$ cat config.mk
export PLATFORM = sky130hd
export DESIGN_NAME = eeprom_row_write_control
export DESIGN_NICKNAME = d
export VERILOG_FILES = /design/src/rtl/eeprom_ctl_pkg.sv /design/src/rtl/prog_timer.sv /design/src/rtl/eeprom_row_write_control.sv
export SDC_FILE = /design/constraint.sdc
export NUM_CORES = 2
export LEC_CHECK = 0
export BUFFER_PORTS_ARGS = -buffer_cell sky130_fd_sc_hd__buf_2
export CORE_MARGIN = 4
export CORE_UTILIZATION = 55
export CTS_BUF_LIST = sky130_fd_sc_hd__clkbuf_4 sky130_fd_sc_hd__clkbuf_8 sky130_fd_sc_hd__clkbuf_16
export CTS_CLUSTER_DIAMETER = 100
export DETAILED_ROUTE_END_ITERATION = 10
export PLACE_DENSITY = 0.77
export SLEW_MARGIN = 10
export SYNTH_ARGS = -nofsm -noshare
export SYNTH_HDL_FRONTEND = slang
export SYNTH_SLANG_ARGS = --single-unit
$ cat constraint.sdc
create_clock -name mclk -period 3.1 [get_ports mclk]
set_input_delay 0.155 -clock mclk [delete_from_list [all_inputs] [get_ports mclk]]
set_output_delay 0.155 -clock mclk [all_outputs]
set_load 0.005 [all_outputs]
$ cat src/rtl/eeprom_ctl_pkg.sv
// Purpose: Constants and types for the data EEPROM row write control block
// Assumes: 8-bit data space, 64-byte EEPROM page at 00h-3Fh, 10 MHz mclk
// Notes:   Function list below; each line names one behaviour by tag
//
// Function
// - Armed writes latch row address and data
// - Only captured row visible while armed
// - Arming clears eight row latches, markers
// - Row cycle writes only loaded bytes
// - Arming bit self-clears after row cycle
// - Start needs enable and arming set
// - Start bit begins row programming, self-clears
// - Armed, not started: accept row writes
// - Row is address bits 5..3 equal
// - Disarm before start discards latched row
// - Busy flag set during programming
// - Access while busy aborted, cycle completes
// - No programming with enable clear
// - Standby bit disables EEPROM, low power
// - Cells start erased at FFh
// - Control writes ignored while busy
// - Unarmed write programs single byte
// - Access needs EEPROM page selected
// - Stop instruction disables EEPROM
package eeprom_ctl_pkg;

  // ************************************************************
  // Register map
  // ************************************************************
  localparam logic [7:0] CTRL_ADDR       = 8'hEA;  // Control register
  localparam logic [7:0] CTRL_RESET      = 8'h00;  // Control reset value
  localparam logic [7:0] PAGE_LAST       = 8'h3F;  // Top of paged window
  localparam int         BIT_ENABLE      = 0;      // Program enable
  localparam int         BIT_BUSY        = 1;      // Busy flag (read only)
  localparam int         BIT_ARM         = 2;      // Row mode arming
  localparam int         BIT_START       = 3;      // Row start
  localparam int         BIT_STANDBY     = 6;      // Standby
  localparam int         BANK_EE_BIT     = 0;      // EEPROM page bit of bank select
  localparam logic [7:0] ERASED          = 8'hFF;  // Virgin cell value
  localparam int         ROW_BYTES       = 8;      // Bytes per row
  localparam int         EE_BYTES        = 64;     // Page size

  // ************************************************************
  // Timing
  // ************************************************************
  localparam int         CLK_HZ          = 10_000_000;  // mclk rate
  localparam int         PROG_TIME_US    = 5000;        // Default cell write time
  localparam int         PROG_CYCLES     = PROG_TIME_US * (CLK_HZ / 1_000_000);

  // ************************************************************
  // Types
  // ************************************************************
  typedef enum logic [1:0] {ST_IDLE, ST_BYTE, ST_ROW} prog_state_t;

  // CPU data space access
  typedef struct packed {
    logic       rd;    // Read strobe
    logic       wr;    // Write strobe
    logic [7:0] addr;  // Data space address
    logic [7:0] wdata; // Write data
  } cpu_req_t;

endpackage : eeprom_ctl_pkg

$ cat src/rtl/prog_timer.sv
// Purpose: Programming cycle timer; runs a fixed count after a start pulse
// Assumes: Start only while idle
// Notes:   Count is a parameter so simulation can shorten it
`timescale 1ns/1ps
module prog_timer
  import eeprom_ctl_pkg::*;
#(
  parameter int CYCLES = PROG_CYCLES
) (
  // Clock and reset
  input  wire logic mclk,
  input  wire logic rst_b,
  // Control
  input  wire logic start,
  output logic      running,
  output logic      done
);

  logic [31:0] cnt_q;  // Cycles left

  // Count down; busy from start until the count expires
  always_ff @(posedge mclk or negedge rst_b) begin
    if (!rst_b) begin
      cnt_q <= 32'h0000_0000;
    end else if (start && cnt_q == 32'h0000_0000) begin
      cnt_q <= 32'(CYCLES);
    end else if (cnt_q != 32'h0000_0000) begin
      cnt_q <= cnt_q - 32'h0000_0001;
    end
  end

  assign running = (cnt_q != 32'h0000_0000);
  assign done    = (cnt_q == 32'h0000_0001);

endmodule : prog_timer

$ cat src/rtl/eeprom_row_write_control.sv
// Purpose: Data EEPROM control: byte and row programming, busy, standby
// Assumes: CPU strobes synchronous to mclk; one access per strobe cycle
// Notes:   Cell array is modelled as a register array holding 64 bytes
`timescale 1ns/1ps
module eeprom_row_write_control
  import eeprom_ctl_pkg::*;
#(
  parameter int PROG_CNT = PROG_CYCLES
) (
  // Clock and reset
  input  wire logic       mclk,
  input  wire logic       rst_b,
  // CPU data space access
  input  wire cpu_req_t   req,
  output logic [7:0]      rdata,
  output logic            rdata_valid,
  // System
  input  wire logic [7:0] bank_select_reg,
  input  wire logic       stop_exec,
  // Status
  output logic            program_busy_flag,
  output logic            ee_powered
);

  // ************************************************************
  // State
  // ************************************************************
  logic [7:0]  cells_q [EE_BYTES];   // Non-volatile cells
  logic [7:0]  row_data_q [ROW_BYTES]; // Volatile row latches
  logic [7:0]  row_load_q;           // Loaded markers
  logic [2:0]  row_addr_q;           // Captured row
  logic        row_captured_q;       // Row address latched
  logic        program_enable_q;     // Enable bit
  logic        row_mode_arm_q;       // Arming bit
  logic        row_program_start_q;  // Start bit
  logic        eeprom_standby_q;     // Standby bit
  logic        stopped_q;            // Stop seen
  logic [5:0]  byte_addr_q;          // Byte mode target
  logic [7:0]  byte_data_q;          // Byte mode data
  prog_state_t state_q;              // Programming state
  logic        t_start;              // Timer kick
  logic        t_done;               // Timer expiry
  logic        t_run;                // Timer running

  // Decode helper: EEPROM window hit
  function automatic logic ee_hit(input logic [7:0] a);
    ee_hit = (a <= PAGE_LAST);
  endfunction : ee_hit

  // ************************************************************
  // Access qualification
  // ************************************************************
  logic ee_ok;       // Array usable
  logic ee_wr;       // Accepted cell write
  logic ee_rd;       // Accepted cell read
  logic ctrl_wr;     // Accepted control write
  logic other_row;   // Aim outside captured row

  // Page select, standby, stop and busy gate every cell access
  assign ee_ok     = bank_select_reg[BANK_EE_BIT] && !eeprom_standby_q && !stopped_q && !program_busy_flag;
  assign other_row = row_captured_q && (req.addr[5:3] != row_addr_q);
  assign ee_wr     = req.wr && ee_hit(req.addr) && ee_ok && program_enable_q;
  assign ee_rd     = req.rd && ee_hit(req.addr) && ee_ok && !other_row;
  assign ctrl_wr   = req.wr && (req.addr == CTRL_ADDR) && !program_busy_flag;
  assign program_busy_flag = t_run;
  assign ee_powered        = !eeprom_standby_q && !stopped_q;

  // Start accepted on this write; needs enable and arming already set and now
  logic row_go;
  assign row_go = ctrl_wr && req.wdata[BIT_START] && program_enable_q && row_mode_arm_q
                  && req.wdata[BIT_ARM] && req.wdata[BIT_ENABLE] && !eeprom_standby_q
                  && !stopped_q;

  // ************************************************************
  // Stop latch: cleared only by reset (wake path resets chip)
  // ************************************************************
  always_ff @(posedge mclk or negedge rst_b) begin
    if (!rst_b) begin
      stopped_q <= 1'b0;
    end else if (stop_exec) begin
      stopped_q <= 1'b1;
    end
  end

  // ************************************************************
  // Control register bits
  // ************************************************************
  always_ff @(posedge mclk or negedge rst_b) begin
    if (!rst_b) begin
      program_enable_q    <= CTRL_RESET[BIT_ENABLE];
      row_mode_arm_q      <= CTRL_RESET[BIT_ARM];
      row_program_start_q <= CTRL_RESET[BIT_START];
      eeprom_standby_q    <= CTRL_RESET[BIT_STANDBY];
    end else if (t_done && state_q == ST_ROW) begin
      // End of row cycle clears both row bits
      row_mode_arm_q      <= 1'b0;
      row_program_start_q <= 1'b0;
    end else if (ctrl_wr) begin
      program_enable_q <= req.wdata[BIT_ENABLE];
      eeprom_standby_q <= req.wdata[BIT_STANDBY];
      row_mode_arm_q   <= req.wdata[BIT_ARM];
      // Bit follows the real cycle start, so a refused start leaves it clear
      row_program_start_q <= row_go;
    end
  end

  // ************************************************************
  // Row latches
  // ************************************************************
  logic arm_rise;
  assign arm_rise = ctrl_wr && req.wdata[BIT_ARM] && !row_mode_arm_q;

  always_ff @(posedge mclk or negedge rst_b) begin
    if (!rst_b) begin
      row_load_q     <= 8'h00;
      row_addr_q     <= 3'h0;
      row_captured_q <= 1'b0;
      for (int i = 0; i < ROW_BYTES; i++) begin
        row_data_q[i] <= 8'h00;
      end
    end else if (arm_rise) begin
      row_load_q     <= 8'h00;
      row_captured_q <= 1'b0;
      for (int i = 0; i < ROW_BYTES; i++) begin
        row_data_q[i] <= 8'h00;
      end
    end else if ((ctrl_wr && !req.wdata[BIT_ARM]) || (t_done && state_q == ST_ROW)) begin
      row_load_q     <= 8'h00;  // Discard on disarm or finish
      row_captured_q <= 1'b0;
    end else if (row_mode_arm_q && !row_program_start_q && ee_wr && !other_row) begin
      // Writes fill latches only; first one fixes the row
      row_captured_q                <= 1'b1;
      row_addr_q                    <= req.addr[5:3];
      row_data_q[req.addr[2:0]]     <= req.wdata;
      row_load_q[req.addr[2:0]]     <= 1'b1;
    end
  end

  // ************************************************************
  // Programming sequencer
  // ************************************************************
  assign t_start = (state_q == ST_IDLE) && (row_go || (ee_wr && !row_mode_arm_q));

  always_ff @(posedge mclk or negedge rst_b) begin
    if (!rst_b) begin
      state_q     <= ST_IDLE;
      byte_addr_q <= 6'h00;
      byte_data_q <= 8'h00;
    end else begin
      case (state_q)
        ST_IDLE: begin
          if (row_go) begin
            state_q <= ST_ROW;
          end else if (ee_wr && !row_mode_arm_q) begin
            state_q     <= ST_BYTE;
            byte_addr_q <= req.addr[5:0];
            byte_data_q <= req.wdata;
          end
        end
        default: begin
          if (t_done) begin
            state_q <= ST_IDLE;  // Cycle completes regardless of access
          end
        end
      endcase
    end
  end

  // Cell array: committed at cycle end; erased after reset
  always_ff @(posedge mclk or negedge rst_b) begin
    if (!rst_b) begin
      for (int i = 0; i < EE_BYTES; i++) begin
        cells_q[i] <= ERASED;
      end
    end else if (t_done && state_q == ST_BYTE) begin
      cells_q[byte_addr_q] <= byte_data_q;
    end else if (t_done && state_q == ST_ROW) begin
      for (int i = 0; i < ROW_BYTES; i++) begin
        if (row_load_q[i]) begin
          cells_q[{row_addr_q, 3'(i)}] <= row_data_q[i];
        end
      end
    end
  end

  // ************************************************************
  // Read data path
  // ************************************************************
  always_ff @(posedge mclk or negedge rst_b) begin
    if (!rst_b) begin
      rdata       <= 8'h00;
      rdata_valid <= 1'b0;
    end else begin
      rdata_valid <= 1'b0;
      if (req.rd && req.addr == CTRL_ADDR) begin
        rdata       <= {6'h00, program_busy_flag, 1'b0};
        rdata_valid <= 1'b1;
      end else if (ee_rd) begin
        rdata       <= cells_q[req.addr[5:0]];
        rdata_valid <= 1'b1;
      end
    end
  end

  // ************************************************************
  // Timer
  // ************************************************************
  prog_timer #(
    .CYCLES (PROG_CNT)
  ) u_timer (
    .mclk    (mclk),
    .rst_b   (rst_b),
    .start   (t_start),
    .running (t_run),
    .done    (t_done)
  );

  // ************************************************************
  // Checks
  // ************************************************************
  a_start_needs_arm: assert property (@(posedge mclk) disable iff (!rst_b)
    $rose(row_program_start_q) |-> $past(row_mode_arm_q) && $past(program_enable_q))
    else $error("start set without arm and enable");

  a_busy_after_go: assert property (@(posedge mclk) disable iff (!rst_b)
    t_start |=> program_busy_flag)
    else $error("busy not raised at cycle start");

  a_arm_self_clear: assert property (@(posedge mclk) disable iff (!rst_b)
    (t_done && state_q == ST_ROW) |=> !row_mode_arm_q && !row_program_start_q)
    else $error("row bits not cleared at cycle end");

  a_ctrl_frozen_busy: assert property (@(posedge mclk) disable iff (!rst_b)
    (program_busy_flag && !t_done) |=> $stable(program_enable_q) && $stable(eeprom_standby_q))
    else $error("control changed while busy");

  a_no_write_disabled: assert property (@(posedge mclk) disable iff (!rst_b)
    (!program_enable_q && state_q == ST_IDLE) |=> state_q == ST_IDLE)
    else $error("cycle started with enable clear");

  a_arm_clears_latch: assert property (@(posedge mclk) disable iff (!rst_b)
    arm_rise |=> row_load_q == 8'h00)
    else $error("latches not cleared on arm");

  a_standby_no_read: assert property (@(posedge mclk) disable iff (!rst_b)
    (eeprom_standby_q && req.rd && ee_hit(req.addr)) |=> !rdata_valid)
    else $error("read answered in standby");

  a_busy_no_start: assert property (@(posedge mclk) disable iff (!rst_b)
    program_busy_flag |-> !t_start)
    else $error("new cycle while busy");

endmodule : eeprom_row_write_control

==> impl_metrics.yaml <==
sta:
  rsz0062_at_grt: "yes"
  final-max-slew-violation-count: 0
  skew_ns: 0.0296
  layout_setup_ws_ns: -0.265
  hold_violations: 0
  max_freq_mhz: 297
  post-route-min-period_ns: 3.37
  holdWs_ns: 0.0310
  finalSetupTns_ns: -57.72
  finalSetupViolCount: 453
  max_slew.worst_pin.slew_ns: 1.26
  slew_headroom_pct: 15.7
  period_share_pct: 109
placement:
  hpwl_um: 125000
  gp_congestion: 1.05
  io_buffer_count: 32
floorplan:
  fp-row-count: 94
  ioPinCount: 40
  die_w_um: 266
  initial_utilization_pct: 55.7
  die_h_um: 266
  die_area_sq_um: 70900
  coreArea_sq_um: 65900
critical_path:
  end_kind: "flop"
  startpoint_type: "flop"
  ff2ff_path_depth: 11
  r2r_end: "cells_q[153]$_DFFE_PN1P_"
  ff2ff_setup_slack_ns: -0.27
  crit_arrival_ns: 3.94
  critPathKind: "reg2reg"
  r2r_start: "u_timer.cnt_q[20]$_DFFE_PN0P_"
  crit_fanout: 7
  crit_required_ns: 3.68
logic_synthesis:
  seq_area_frac_synth_pct: 46.1
  ys_warn_count: 0
  synth-edff-count: 0
  synthTopCellsByCount: "dfstp_2 (512), a22oi_1 (503), o2bb2ai_1 (432)"
  yosysUniqueCellTypes: 85
  synth_top_area_share_pct: 36.7
  synth_top_family_by_area: "compound AO/OA/AOI/OAI gates"
  synth_top_cell_by_area: "dfstp_2"
  ys.flop_type: "dfstp_2"
  syn_area_sq_um: 36700
  muxShareOfSynthArea_pct: 7.04
  synthSimpleGateAreaFrac_pct: 12.8
  yosys_register_bits: 650
  async_reset_ff_share_pct: 100
  synthAdderAreaFrac_pct: 0.102
  synth_xor_xnor_area_share_pct: 0.573
  postSynthCellCount: 3354
  syn-num-nets: 3386
  synth_compound_area_share_pct: 28.6
  synth_area_leaders: "dfstp_2 (37%), o2bb2ai_1 (10%), a22oi_1 (10%)"
  synth_area_per_cell_sq_um: 10.9
  synth_most_common_cell: "dfstp_2"
global_routing:
  grt_pass1_vias: 35600
  grt-ovfl-total: 0
  groute.usage.overall_pct: 50.9
  antenna_found_initial: 7
  grt_pass1_wl_um: 261000
  grt_max_degree: 97
clocking:
  cts_max_level: 3
  clock_path_buffers: 3
  clock_tree.root_cell: "clkbuf_16"
  clk_pin_slew_worst_paths_ns: 0.06
  clock_sinks: 650
  clock_latency_ns: 0.65
  cts_buffers: 75
  cts_tree: "done"
drt:
  wirelength_um: 197000
  antenna_left: 0
  wl_per_cell_um: 42.7
  drt-initial-drc-count: 6440
  drt-vias-per-instance: 8.03
  vias: 37000
  post-route-drc-count: 0
  dr.pass1.iters: 9
power_and_ir_drop:
  p_leak_uw: 0.0175
  ir_drop_mv: 0.656
  powerDensity_nw_per_um2: 395
min_path:
  holdPathEnd: "row_data_q[11]$_DFFE_PN0P_"
  min_path_type: "in2reg"
  min_from: "req[3]"
  min_path_cells: 3
final_layout:
  fillers: 4220
  regArea_sq_um: 16900
  fin_util_pct: 74.5
  num-nets-final: 3713
  multiInputGateArea_sq_um: 21600
  syn_to_final_growth_pct: 33.8
  drive_gt1_share_pct: 50.7
status:
  violations: "setup timing"
  status: "finished, violations left"
job:
  maxCapViolCount: 0
## sequential cells by signal, summed over array words and instances, names as in the netlist
register             cells
row_data_q              64
u_timer.cnt_q           32
byte_addr_q              6
stopped_q                1
row_load_q               8
row_mode_arm_q           1
rdata_valid              1
rdata                    8
program_enable_q         1
eeprom_standby_q         1
row_captured_q           1
state_q                  2
row_program_start_q      1
byte_data_q              8
cells_q                512
row_addr_q               3
## per-layer routing
layer	GRT usage, %	up-vias	part of all wire [%]
met5	0	-	0.11
met4	37.8	8	11
met3	18.7	1311	15
met2	75.1	3708	41
met1	60.8	18100	33
li1	-	13900	-
## cells by family (layout without fill, tap and decap cells)
family | count (synthesis) | in the layout
AOI/OAI and AO/OA | 1321 | 1321
xor gates and xnor gates | 24 | 24
adders and majority gates | 3 | 3
buffers and inverters | 433 | 820
DFF | 650 | 650
muxes | 222 | 222
other | 0 | 4
and+or+nand+nor | 701 | 701
## worst max-delay path by stage
stage | from | endpoint | slack (ns)
after floorplan | u_timer.cnt_q[21]$_DFFE_PN0P_ | cells_q[392]$_DFFE_PN1P_ | -0.003
after global placement | u_timer.cnt_q[21]$_DFFE_PN0P_ | cells_q[506]$_DFFE_PN1P_ | -0.18
after detailed placement | u_timer.cnt_q[21]$_DFFE_PN0P_ | u_timer.cnt_q[0]$_DFFE_PN0P_ | -0.23
after CTS | u_timer.cnt_q[21]$_DFFE_PN0P_ | cells_q[102]$_DFFE_PN1P_ | -0.17
after global routing | u_timer.cnt_q[20]$_DFFE_PN0P_ | cells_q[153]$_DFFE_PN1P_ | -0.29
final | u_timer.cnt_q[20]$_DFFE_PN0P_ | cells_q[153]$_DFFE_PN1P_ | -0.27
## per-stage QoR
step / cells / area, sq um / setup WS (ns) / power (uW)
floorplan: 3354 / 36700 / -0.00348 / 8940
global placement: 4331 / 40800 / -0.184 / 9510
detailed placement: 4331 / 40800 / -0.227 / 9520
CTS: 4539 / 45600 / -0.174 / 19200
global route: 4605 / 49000 / -0.295 / 19600
finish: 4609 / 49000 / -0.265 / 19400
## critical path, stage by stage, from the launching register on
cell and delay (ns):
dfrtp_1 0.39, or4_4 0.52, or4_4 0.43, or3_4 0.44, buf_12 0.19, buf_16 0.19
buf_12 0.16, buf_8 0.12, nor4_4 0.29, buf_4 0.25, a22oi_1 0.10, o2bb2ai_2 0.19
## cell type report
class,instances,area share (%)
flip-flops and latches,650,34.5
clock buffers,107,4.60
inverters,54,0.413
multi-input cells,2271,44.0
well taps,864,2.20
repair buffers,629,13.3
diodes,4,0.0204
clock inverters,30,0.906
## layout by cell type (no fill, tap or decap), drive strengths merged, types with 12 or more instances in the layout
master,synthesis,layout
a21oi,47,47
a221o,22,22
a221oi,47,47
a22o,22,22
a22oi,503,503
a31oi,14,14
and2,75,75
buf,131,601
clkbuf,248,126
clkinv,4,17
dfrtp,138,138
dfstp,512,512
inv,50,53
mux2,88,88
mux2i,114,114
mux4,20,20
nand2,139,139
nand2b,15,15
nand3,109,109
nand4,28,28
nor2,113,113
nor2b,12,12
nor3,39,39
nor3b,13,13
nor4,86,86
o211ai,47,47
o21ai,94,94
o221ai,15,15
o2bb2ai,432,432
or4,16,16
xnor2,12,12
xor2,12,12
## timing repair
item | CTS | global route
pin swaps | 118 | 91
gates resized for setup | 223 | 384
hold endpoints to repair | 110 | 0
gates cloned | 28 | 33
hold buffers | 9 | 0
setup endpoints to repair | 524 | 558
setup buffers | 34 | 37
## power by group
part	total, uW	switching, uW	leakage (uW)	internal [uW]
clock network	9900	3970	0.00134	5930
registers	8520	2.75	0.00714	8520
logic	927	657	0.00901	270
total	19400	4630	0.0175	14700
Power figures use the tool's default switching activity.
